===== config.mk =====
export PLATFORM = sky130hd
export DESIGN_NAME = ddr2_pin_ctrl
export DESIGN_NICKNAME = d
export VERILOG_FILES = /design/src/logic/ddr2_ctl_pkg.sv /design/src/logic/cmd_bus_if.sv /design/src/logic/pin_sampler.sv /design/src/logic/ddr2_pin_ctrl.sv
export VERILOG_INCLUDE_DIRS = /design/src /design/src/logic
export SDC_FILE = /design/constraint.sdc
export NUM_CORES = 1
export LEC_CHECK = 0
export BUFFER_PORTS_ARGS = -buffer_cell sky130_fd_sc_hd__buf_2
export CORE_ASPECT_RATIO = 1.1
export CORE_MARGIN = 5
export CORE_UTILIZATION = 50
export DETAILED_ROUTE_END_ITERATION = 10
export PLACE_DENSITY_LB_ADDON = 0.25
export SYNTH_ARGS = -nofsm -noshare
export SYNTH_HDL_FRONTEND = slang
export SYNTH_HIERARCHICAL = 1
export SYNTH_SLANG_ARGS = --single-unit
export TNS_END_PERCENT = 100

===== constraint.sdc =====
create_clock -name ref_clk -period 2.4 [get_ports ref_clk]
set_input_delay 0.36 -clock ref_clk [delete_from_list [all_inputs] [get_ports ref_clk]]
set_output_delay 0.36 -clock ref_clk [all_outputs]
set_load 0.01 [all_outputs]

===== src/logic/ddr2_ctl_map.svh =====
// Purpose: Offsets, field positions, reset values and counts for the pin control block
// Assumes: Included by the design modules and the checker
// Notes: Definitions only
`ifndef DDR2_CTL_MAP_SVH
`define DDR2_CTL_MAP_SVH

`define ROW_W_DEF 13
`define BANK_W_DEF 2
`define DQ_W_DEF 16
`define BYTES_DEF 2
`define COL_W 10
`define AP_BIT 10
`define EMR1_SEL 2'h1
`define EMR_RTT_LO 2
`define EMR_RTT_HI 6
`define ODT_DIS_RST 1'b0
`define CKE_RST 1'b0

`endif


===== src/logic/ddr2_ctl_pkg.sv =====
// Purpose: Types shared by the pin control modules
// Assumes: Encodings ordered as chip select, row, column, write strobe
// Notes: Power states use Gray codes along active, down, self refresh
package ddr2_ctl_pkg;

  typedef enum logic [3:0] {
    CMD_MRS = 4'h0,
    CMD_REF = 4'h1,
    CMD_PRE = 4'h2,
    CMD_ACT = 4'h3,
    CMD_WR = 4'h4,
    CMD_RD = 4'h5,
    CMD_RSV = 4'h6,
    CMD_NOP = 4'h7,
    CMD_DESEL = 4'h8
  } cmd_t;

  typedef enum logic [1:0] {
    ST_ACTIVE = 2'h0,
    ST_PD_PRE = 2'h1,
    ST_PD_ACT = 2'h3,
    ST_SREF = 2'h2
  } pwr_t;

endpackage : ddr2_ctl_pkg


===== src/logic/cmd_bus_if.sv =====
// Purpose: Carries sampled pins from the sampler to the power and command logic
// Assumes: One clock domain
// Notes: Enables flow back to the sampler
`timescale 1ns/100ps
interface cmd_bus_if #(parameter int ROW_W = 13, parameter int BANK_W = 2);
  import ddr2_ctl_pkg::*;
  logic cke;
  cmd_t cmd;
  logic [BANK_W-1:0] ba;
  logic [ROW_W-1:0] addr;
  logic odt;
  logic samp_cmd;
  logic samp_cke;
  modport src(output cke, cmd, ba, addr, odt, input samp_cmd, samp_cke);
  modport dst(input cke, cmd, ba, addr, odt, output samp_cmd, samp_cke);
endinterface : cmd_bus_if


===== src/logic/pin_sampler.sv =====
// Purpose: Registers control and address pins on the rising clock and decodes commands
// Assumes: Pins synchronous to ref_clk
// Notes: Disabled buffers read as deselect, termination low
`timescale 1ns/100ps
`include "ddr2_ctl_map.svh"
module pin_sampler #(
  parameter int ROW_W = `ROW_W_DEF,
  parameter int BANK_W = `BANK_W_DEF
) (
  input wire logic ref_clk,
  input wire logic rst,
  input wire logic ce,
  input wire logic cke,
  input wire logic cs_n,
  input wire logic ras_n,
  input wire logic cas_n,
  input wire logic we_n,
  input wire logic odt,
  input wire logic [BANK_W-1:0] ba,
  input wire logic [ROW_W-1:0] addr,
  cmd_bus_if.src bus
);
  import ddr2_ctl_pkg::*;

  typedef struct packed {
    logic cke;
    logic cs_n;
    logic ras_n;
    logic cas_n;
    logic we_n;
    logic odt;
    logic [BANK_W-1:0] ba;
    logic [ROW_W-1:0] addr;
  } samp_t;

  samp_t s;
  samp_t next_s;

  always_comb
  begin
    next_s = s;
    if (bus.samp_cke)
      next_s.cke = cke;
    if (bus.samp_cmd)
    begin
      next_s.cs_n = cs_n;
      next_s.ras_n = ras_n;
      next_s.cas_n = cas_n;
      next_s.we_n = we_n;
      next_s.odt = odt;
      next_s.ba = ba;
      next_s.addr = addr;
    end
    else
    begin
      // Buffer off: nothing reaches the decoder
      next_s.cs_n = 1'b1;
      next_s.odt = 1'b0;
    end
  end

  always_ff @(posedge ref_clk or posedge rst)
  begin
    if (rst)
      s <= '{cs_n: 1'b1, ras_n: 1'b1, cas_n: 1'b1, we_n: 1'b1, default: '0};
    else if (ce)
      s <= next_s;
  end

  always_comb
  begin
    if (s.cs_n)
      bus.cmd = CMD_DESEL;
    else
      bus.cmd = cmd_t'({1'b0, s.ras_n, s.cas_n, s.we_n});
  end

  assign bus.cke = s.cke;
  assign bus.ba = s.ba;
  assign bus.addr = s.addr;
  assign bus.odt = s.odt;
endmodule : pin_sampler


===== src/logic/ddr2_pin_ctrl.sv =====
// Purpose: Command and control pin behaviour of a DDR2 memory device
// Assumes: All pins synchronous to ref_clk except clock enable on self-refresh exit
//   The strobe domain has already been brought onto ref_clk as beat levels
// Notes: Data strobe edges arrive as separate rise and fall beat inputs
//   Commands decode two edges after the pins: one edge samples, one decodes
//   Bank tracking assumes the controller keeps legal command spacing
// Operation
// - Clock enable high runs internal clocks, buffers, drivers; low stops them.
// - Clock enable low: idle banks give power down or self refresh; open gives active.
// - Clock enable sampled on clock for power-down entry, exit and self-refresh entry.
// - Self-refresh exit takes clock enable asynchronously.
// - Power down disables all input buffers but the clock pair and clock enable.
// - Self refresh disables all input buffers but clock enable.
// - Commands are ignored while chip select is registered high.
// - Command decoded from chip select, row, column and write strobes.
// - Termination input high enables termination on data, strobes and masks.
// - Termination input ignored when extended mode register disables termination.
// - A write beat with its mask high is not written; mask taken both edges.
// - Bank address picks the bank for activate, read, write, precharge.
// - Bank address picks base or extended mode register on mode set.
// - Address carries row on activate; column and auto-precharge on read/write.
// - Precharge with address ten low hits one bank; high hits all banks.
// - Mode register set takes its operation code from the address inputs.
// - Control and address sampled on the rising clock edge, presented aligned.
`timescale 1ns/100ps
`include "ddr2_ctl_map.svh"
module ddr2_pin_ctrl #(
  parameter int ROW_W = `ROW_W_DEF,
  parameter int BANK_W = `BANK_W_DEF,
  parameter int DQ_W = `DQ_W_DEF,
  parameter int BYTES = `BYTES_DEF
) (
  input wire logic ref_clk,
  input wire logic rst,
  input wire logic ce,
  input wire logic cke,
  input wire logic cs_n,
  input wire logic ras_n,
  input wire logic cas_n,
  input wire logic we_n,
  input wire logic odt,
  input wire logic [BANK_W-1:0] ba,
  input wire logic [ROW_W-1:0] addr,
  input wire logic beat_rise,
  input wire logic beat_fall,
  input wire logic [BYTES-1:0] dm_rise,
  input wire logic [BYTES-1:0] dm_fall,
  output ddr2_ctl_pkg::pwr_t pwr_state,
  output logic int_clk_en,
  output logic ck_buf_en,
  output logic cmd_buf_en,
  output logic out_drv_en,
  output logic cmd_valid,
  output ddr2_ctl_pkg::cmd_t cmd_code,
  output logic [BANK_W-1:0] cmd_bank,
  output logic [ROW_W-1:0] row_addr,
  output logic [`COL_W-1:0] col_addr,
  output logic auto_pre,
  output logic [(1<<BANK_W)-1:0] pre_banks,
  output logic [(1<<BANK_W)-1:0] bank_open,
  output logic mode_wr,
  output logic [BANK_W-1:0] mode_sel,
  output logic [ROW_W-1:0] mode_op,
  output logic [DQ_W+3*BYTES-1:0] term_en,
  output logic [BYTES-1:0] wr_en_rise,
  output logic [BYTES-1:0] wr_en_fall
);
  import ddr2_ctl_pkg::*;

  // One bit per bank for open-row and precharge masks
  localparam int NB = 1 << BANK_W;
  localparam int TW = DQ_W + 3 * BYTES;

  generate
    // Auto-precharge bit and column must fit the address; bytes must split data
    if (ROW_W <= `AP_BIT || ROW_W < `COL_W || BANK_W < 1 || BYTES < 1
        || DQ_W % BYTES != 0)
      $error("ddr2_pin_ctrl: unsupported widths");
  endgenerate

  // All state in one record, registered whole on every enabled edge
  typedef struct packed {
    pwr_t st;
    logic cke_meta;
    logic cke_sync;
    logic odt_dis;
    logic int_clk_en;
    logic ck_buf_en;
    logic cmd_buf_en;
    logic out_drv_en;
    logic cmd_valid;
    cmd_t cmd_code;
    logic [BANK_W-1:0] cmd_bank;
    logic [ROW_W-1:0] row_addr;
    logic [`COL_W-1:0] col_addr;
    logic auto_pre;
    logic [NB-1:0] pre_banks;
    logic [NB-1:0] bank_open;
    logic mode_wr;
    logic [BANK_W-1:0] mode_sel;
    logic [ROW_W-1:0] mode_op;
    logic [TW-1:0] term_en;
    logic [BYTES-1:0] wr_en_rise;
    logic [BYTES-1:0] wr_en_fall;
  } ctl_t;

  ctl_t s;
  ctl_t next_s;

  // Pins are registered once in the sampler and decoded here one edge later
  cmd_bus_if #(.ROW_W(ROW_W), .BANK_W(BANK_W)) bus ();

  pin_sampler #(.ROW_W(ROW_W), .BANK_W(BANK_W)) u_samp (
    .ref_clk(ref_clk),
    .rst(rst),
    .ce(ce),
    .cke(cke),
    .cs_n(cs_n),
    .ras_n(ras_n),
    .cas_n(cas_n),
    .we_n(we_n),
    .odt(odt),
    .ba(ba),
    .addr(addr),
    .bus(bus.src)
  );

  // Command buffers follow the registered power state
  assign bus.samp_cmd = s.cmd_buf_en;
  // Clock enable is taken whenever the next state is not self refresh, so the first
  // awake cycle after self refresh never meets a stale low and drops back
  assign bus.samp_cke = next_s.st != ST_SREF;

  // Decode helpers, all but the write enables from sampled pins
  logic cke_fall;
  logic act_cmd;
  logic [NB-1:0] one_bank;
  logic [BYTES-1:0] next_wr_rise;
  logic [BYTES-1:0] next_wr_fall;

  assign one_bank = NB'(1) << bus.ba;
  // A fall needs a sampled high before the sampled low
  assign cke_fall = s.cke_sync && !bus.cke;
  assign act_cmd = s.st == ST_ACTIVE && bus.cke;

  // Masked beats never reach the array; both strobe edges counted
  generate
    for (genvar b = 0; b < BYTES; b++)
    begin : g_mask
      assign next_wr_rise[b] = s.int_clk_en && beat_rise && !dm_rise[b];
      assign next_wr_fall[b] = s.int_clk_en && beat_fall && !dm_fall[b];
    end
  endgenerate

  always_comb
  begin
    next_s = s;
    next_s.cmd_valid = 1'b0;
    next_s.mode_wr = 1'b0;
    next_s.wr_en_rise = next_wr_rise;
    next_s.wr_en_fall = next_wr_fall;

    // Self-refresh exit rides on a free-running synchroniser, not the gated
    // internal clock, so a stopped internal clock cannot block the wake-up
    next_s.cke_meta = cke;
    if (s.st == ST_SREF)
      next_s.cke_sync = s.cke_meta;
    else
      next_s.cke_sync = bus.cke;

    case (s.st)
      ST_ACTIVE:
      begin
        if (cke_fall)
        begin
          // A refresh sampled with the fall asks for self refresh
          if (bus.cmd == CMD_REF)
            next_s.st = ST_SREF;
          else if (|s.bank_open)
            next_s.st = ST_PD_ACT;
          else
            next_s.st = ST_PD_PRE;
        end
      end
      ST_PD_PRE, ST_PD_ACT:
      begin
        // Exit is an ordinary sampled level; the clock still runs
        if (bus.cke)
          next_s.st = ST_ACTIVE;
      end
      ST_SREF:
      begin
        // Free-running pair, not the sampler, carries the wake-up
        if (s.cke_sync)
          next_s.st = ST_ACTIVE;
      end
      // Unused code heals to the awake state
      default:
        next_s.st = ST_ACTIVE;
    endcase

    // Internal clocks and drivers only while awake
    next_s.int_clk_en = next_s.st == ST_ACTIVE;
    next_s.out_drv_en = next_s.st == ST_ACTIVE;
    next_s.cmd_buf_en = next_s.st == ST_ACTIVE;
    next_s.ck_buf_en = next_s.st != ST_SREF;

    if (act_cmd)
    begin
      next_s.cmd_code = bus.cmd;
      // NOP and deselect still show in cmd_code, without a valid pulse
      next_s.cmd_valid = bus.cmd != CMD_DESEL && bus.cmd != CMD_NOP;
      case (bus.cmd)
        CMD_ACT:
        begin
          next_s.cmd_bank = bus.ba;
          next_s.row_addr = bus.addr;
          // Row stays open until a precharge or auto precharge
          next_s.bank_open = s.bank_open | one_bank;
        end
        CMD_RD, CMD_WR:
        begin
          next_s.cmd_bank = bus.ba;
          next_s.col_addr = bus.addr[`COL_W-1:0];
          next_s.auto_pre = bus.addr[`AP_BIT];
          // Auto precharge closes the row on the edge that decodes the access
          if (bus.addr[`AP_BIT])
            next_s.bank_open = s.bank_open & ~one_bank;
        end
        CMD_PRE:
        begin
          next_s.cmd_bank = bus.ba;
          // Address ten chooses one bank or all of them
          if (bus.addr[`AP_BIT])
            next_s.pre_banks = '1;
          else
            next_s.pre_banks = one_bank;
          next_s.bank_open = s.bank_open & ~next_s.pre_banks;
        end
        CMD_MRS:
        begin
          next_s.mode_wr = 1'b1;
          next_s.mode_sel = bus.ba;
          next_s.mode_op = bus.addr;
          // Only the first extended register holds the termination setting
          if (bus.ba == `EMR1_SEL)
            next_s.odt_dis = !bus.addr[`EMR_RTT_LO] && !bus.addr[`EMR_RTT_HI];
        end
        default:
        begin
          next_s.cmd_code = bus.cmd;
        end
      endcase
    end

    // One enable per terminated pin: data, strobe, strobe complement, mask
    // Power down and self refresh drop termination as well
    for (int i = 0; i < TW; i++)
      next_s.term_en[i] = bus.odt && !s.odt_dis && next_s.st == ST_ACTIVE;
  end

  always_ff @(posedge ref_clk or posedge rst)
  begin
    if (rst)
    begin
      // Wake up with every buffer and driver on and no row open
      s <= '0;
      s.st <= ST_ACTIVE;
      s.cmd_code <= CMD_DESEL;
      s.cke_meta <= `CKE_RST;
      s.cke_sync <= `CKE_RST;
      s.odt_dis <= `ODT_DIS_RST;
      s.int_clk_en <= 1'b1;
      s.ck_buf_en <= 1'b1;
      s.cmd_buf_en <= 1'b1;
      s.out_drv_en <= 1'b1;
    end
    else if (ce)
      s <= next_s;
  end

  // Every output is a register bit; nothing combinational reaches a pin
  assign pwr_state = s.st;
  assign int_clk_en = s.int_clk_en;
  assign ck_buf_en = s.ck_buf_en;
  assign cmd_buf_en = s.cmd_buf_en;
  assign out_drv_en = s.out_drv_en;
  assign cmd_valid = s.cmd_valid;
  assign cmd_code = s.cmd_code;
  assign cmd_bank = s.cmd_bank;
  assign row_addr = s.row_addr;
  assign col_addr = s.col_addr;
  assign auto_pre = s.auto_pre;
  assign pre_banks = s.pre_banks;
  assign bank_open = s.bank_open;
  assign mode_wr = s.mode_wr;
  assign mode_sel = s.mode_sel;
  assign mode_op = s.mode_op;
  assign term_en = s.term_en;
  assign wr_en_rise = s.wr_en_rise;
  assign wr_en_fall = s.wr_en_fall;
endmodule : ddr2_pin_ctrl


==> results.md <==
Layout:
- The share of layout cells above drive strength 1 is 0.478.
- The count of inserted antenna diode cells is 0.
- The number of nets in the finished design is 451.
- For this run, the share of the core covered by cells in the final layout is 0.548.
- In the final layout, the multi-input gates occupy 1320 um^2.
- In the final layout, flip-flops and latches occupy between 2000 and 2500 um^2.
- Relative to the synthesized area, the layout overhead comes to 5.71%.
- The total of fill cells in the finished design is between 700 and 800.

Detailed routing:
- After detailed routing, the number of remaining DRC violations is 0.
- The first-pass iteration count of the detailed router is 4.
- The number of vias per cell is ~5.
- The final wirelength is around 8.8 mm.
- The count of vias placed by the detailed router is 2669.
- The number of violations reported at the end of detailed-routing iteration 0 is 113.
- After detailed routing, the average wire length per cell comes to 16.5 um.
- The count of nets left with antenna violations once routing finished came out at 0.

Timing:
- On the final layout, the worst hold slack is 0.190 ns.
- The worst path meets setup with 0.194 ns of slack.
- Across the routed clock network, the largest skew measured is about 0.0095 ns.
- The final-layout setup total negative slack is 0 ns.
- The count of final max-slew check failures is 0.
- The worst relative slew slack is 0.542.
- Setup repair after global routing left no endpoint under its margin.
- Based on the critical path, the design can be clocked at up to around 0.45 GHz.
- The final cycle utilization of the critical path is 0.919.
- The final-report hold violation count came to 0.
- Setup violations remaining at the end of the flow were counted as 0.
- At the pin with the least slew margin, the transition time is 0.687 ns.
- The clock period minus worst slack is 2.21 ns.

Floorplanning:
- The die area is roughly 11000 um^2.
- The count of pins on the block boundary is 117.
- The die outline width is 99.3 um.
- The initial standard-cell utilization of the core is 0.519.
- Measured along the y axis, the die boundary spans 108 um.
- The floorplan step defined a core boundary enclosing about 8500 um^2.
- The total number of placement rows is 35.

Place:
- The count of buffers inserted at the top-level ports is 116.
- The final weighted congestion of routability-driven global placement is 0.770.
- At the placement stage, the worst setup path has a slack of 0.191 ns.
- The HPWL after detailed placement is 6.54 mm.

Setup path:
- At the worst endpoint, the required time is 2.64 ns.
- The element type at the critical path end is a flip-flop.
- The critical setup path kind is reg -> reg.
- The startpoint type of the worst setup path is a flip-flop.
- In this run the worst path has a maximum fanout of 8.
- The arrival time at the worst endpoint is 2.45 ns.

Clock network:
- In this run, post-CTS repair resized a total of 0 instances.
- The CTS tree is done.
- Clock tree synthesis selected as its root buffer the cell clkbuf_8.
- For this design, the sink count on the clock tree is 88.
- In this run the number of H-tree levels came out at 3.
- The clock latency reported for the late side of the worst-skew pair is around 0.35 ns.
- The count of hold-fix buffers inserted at cts is 1.
- Buffers added to address setup during post-CTS repair amount to 0.
- Clock tree synthesis inserted a total of 9 buffers.
- The buffer depth of the longest clock path is 2.
- The CTS clock-pin slew for the worst setup and hold paths is 0.09 ns.

Logic synthesis:
- In this run the mean area of a mapped cell was 11.2 um^2.
- The number of nets in the synthesized netlist is 423.
- The number of warnings reported in the yosys synthesis log is 6.
- The area of the mapped netlist is 4390 um^2.
- The number of distinct library cell variants in the gate-level netlist after synthesis is between 40 and 50.
- The cell count after synthesis is 393.
- Counting flops and latches in the post-synthesis netlist gives 88.
- The sequential-to-total area share from yosys stat is 0.504.

Power:
- The switching share of power is 0.309.
- The total power of the final layout is 4.48 mW.
- In this run the static leakage power is 2.55 nW.
- Across the VDD grid, the largest voltage drop is 466 uV.
- In this run the power density over the cells is about 970 nW/um^2.
- Of the total power, the clock network draws 0.273.
- For this design the total switching power over the nets is 1.38 mW.
- The register share of total power is 0.485.
- The proportion of power drawn by combinational gates is 0.242.
- The internal portion of the total power is 3.10 mW.

Outcome:
- The run finished with clean final reports.

Global routing:
- The total overflow left after global routing is 0.
- Entering global routing, the biggest net connects 36 pins.
- The wire length of the first global-routing pass is 14.3 mm.
- The all-layer global routing usage is 0.172.
- The number of global-route vias before repair was approximately 2800.
- The initial antenna violation count was 0.

Hold path:
- The min-delay analysis places its worst path in the category in -> reg.

Run:
- The number of max-cap violations is 0.
==> flip-flops by register name, indices dropped and copies added, names as in the netlist, 2 cells and up <==
register,flops
col_addr,10
mode_sel,2
mode_op,13
wr_en_fall,2
s,3
bank_open,4
wr_en_rise,2
u_samp/s,4
pre_banks,4
pwr_state,2
u_samp/bus.ba,2
cmd_bank,2
cmd_code,4
u_samp/bus.addr,13
row_addr,13
==> critical path, cell delays in order, from the launching register on <==
cell	delay [ns]
dfstp_2	0.59
nor2b_1	0.08
or4b_2	0.69
nor3b_1	0.26
o21bai_1	0.09
nand2_1	0.07
mux2_2	0.32
==> through the flow <==
step | std cells | instance area [um^2]
CTS | 536 | 4640
detailed placement | 520 | 4390
global route | 536 | 4640
global placement | 520 | 4390
finish | 536 | 4640
floorplan | 393 | 4390
==> Yosys cell counts (all sizes together) <==
| library cell | number | area, um^2 |
|---|---|---|
| buf | 105 | 792 |
| dfrtp | 81 | 2030 |
| nand2 | 57 | 221 |
| mux2 | 50 | 619 |
| inv | 11 | 41.3 |
| nor2 | 11 | 41.3 |
| clkbuf | 8 | 30.0 |
| dfstp | 7 | 184 |
| o21ai | 7 | 35.0 |
| a21oi | 6 | 30.0 |
| a31oi | 5 | 31.3 |
| nor2b | 5 | 31.3 |
| o31ai | 5 | 37.5 |
| nand2b | 3 | 18.8 |
| nand3 | 3 | 15.0 |
| nor3b | 3 | 22.5 |
| o22ai | 3 | 18.8 |
| and3 | 2 | 12.5 |
| o22a | 2 | 17.5 |
| a21o | 1 | 7.51 |
| a22o | 1 | 8.76 |
| a32o | 1 | 10.0 |
| a32oi | 1 | 8.76 |
| and3b | 1 | 8.76 |
| and4bb | 1 | 12.5 |
| mux2i | 1 | 10.0 |
| nand3b | 1 | 7.51 |
| nor3 | 1 | 5.00 |
| nor4 | 1 | 6.26 |
| o211ai | 1 | 7.51 |
| o21a | 1 | 7.51 |
| o21bai | 1 | 7.51 |
| o2bb2ai | 1 | 8.76 |
| o32ai | 1 | 8.76 |
| o41ai | 1 | 8.76 |
| or3 | 1 | 6.26 |
| or4b | 1 | 10.0 |
| xnor2 | 1 | 8.76 |
==> worst paths after layout <==
check	endpoint	slack, ns	cells past startpoint	from
worst min register to register	mode_op[2]$_DFFE_PP0P_	0.47	2	mode_op[2]$_DFFE_PP0P_
worst min-delay path	wr_en_rise[0]$_DFFE_PP0P_	0.19	2	dm_rise[0]
worst max-delay path	u_samp/bus.cke$_DFFE_PP0P_	0.19	6	u_samp/s[19]$_DFFE_PP1P_
max in group asynchronous	u_samp/s[18]$_DFFE_PP1P_	1.37	4	rst
min in group asynchronous	u_samp/bus.cke$_DFFE_PP0P_	0.47	3	rst
worst max register to register	u_samp/bus.cke$_DFFE_PP0P_	0.19	6	u_samp/s[19]$_DFFE_PP1P_
==> logic make-up (layout without fill, tap and decap cells) <==
| group | after synthesis | in the layout | synth area share |
|---|---|---|---|
| buf+inv | 124 | 156 | 0.197 |
| simple gates | 91 | 91 | 0.0956 |
| flops | 88 | 88 | 0.504 |
| mux | 51 | 51 | 0.144 |
| compound gates | 38 | 38 | 0.0579 |
| xor+xnor | 1 | 1 | 0.00200 |
==> per-layer routing <==
| layer | global-route usage | routed length (um) | vias up |
|---|---|---|---|
| li1 | - | - | 1259 |
| met1 | 0.221 | 3820 | 1296 |
| met2 | 0.282 | 4240 | 107 |
| met3 | 0.0548 | 710 | 7 |
| met4 | 0.0439 | 70 | 0 |
| met5 | 0 | 0 | - |
==> layout make-up <==
type | instances | area share
clock inverters | 6 | 0.0251
multi-input cells | 181 | 0.284
clock buffers | 9 | 0.0267
flip-flops and latches | 88 | 0.477
well taps | 111 | 0.0300
inverters | 11 | 0.00891
repair buffers | 130 | 0.148
==> placed cells by master (no fill, tap or decap), types with 5 or more instances in the layout <==
| cell | n |
|---|---|
| a31oi_1 | 5 |
| o31ai_1 | 5 |
| a21oi_1 | 6 |
| buf_2 | 116 |
| nand2_1 | 56 |
| clkbuf_8 | 9 |
| o21ai_0 | 7 |
| mux2_2 | 33 |
| nor2_1 | 11 |
| inv_1 | 10 |
| buf_4 | 13 |
| mux2_4 | 15 |
| dfstp_2 | 7 |
| nor2b_1 | 5 |
| dfrtp_1 | 81 |
==> power by group through the flow <==
stage / Sequential [mW] / Combinational, mW / Clock [mW]
after floorplan: 2.04 / 1.26 / 0
after global placement: 2.19 / 1.07 / 0
after detailed placement: 2.21 / 1.10 / 0
after CTS: 2.18 / 1.10 / 1.25
after global routing: 2.24 / 1.20 / 1.31
final: 2.17 / 1.09 / 1.22
Power figures use the tool's default switching activity.
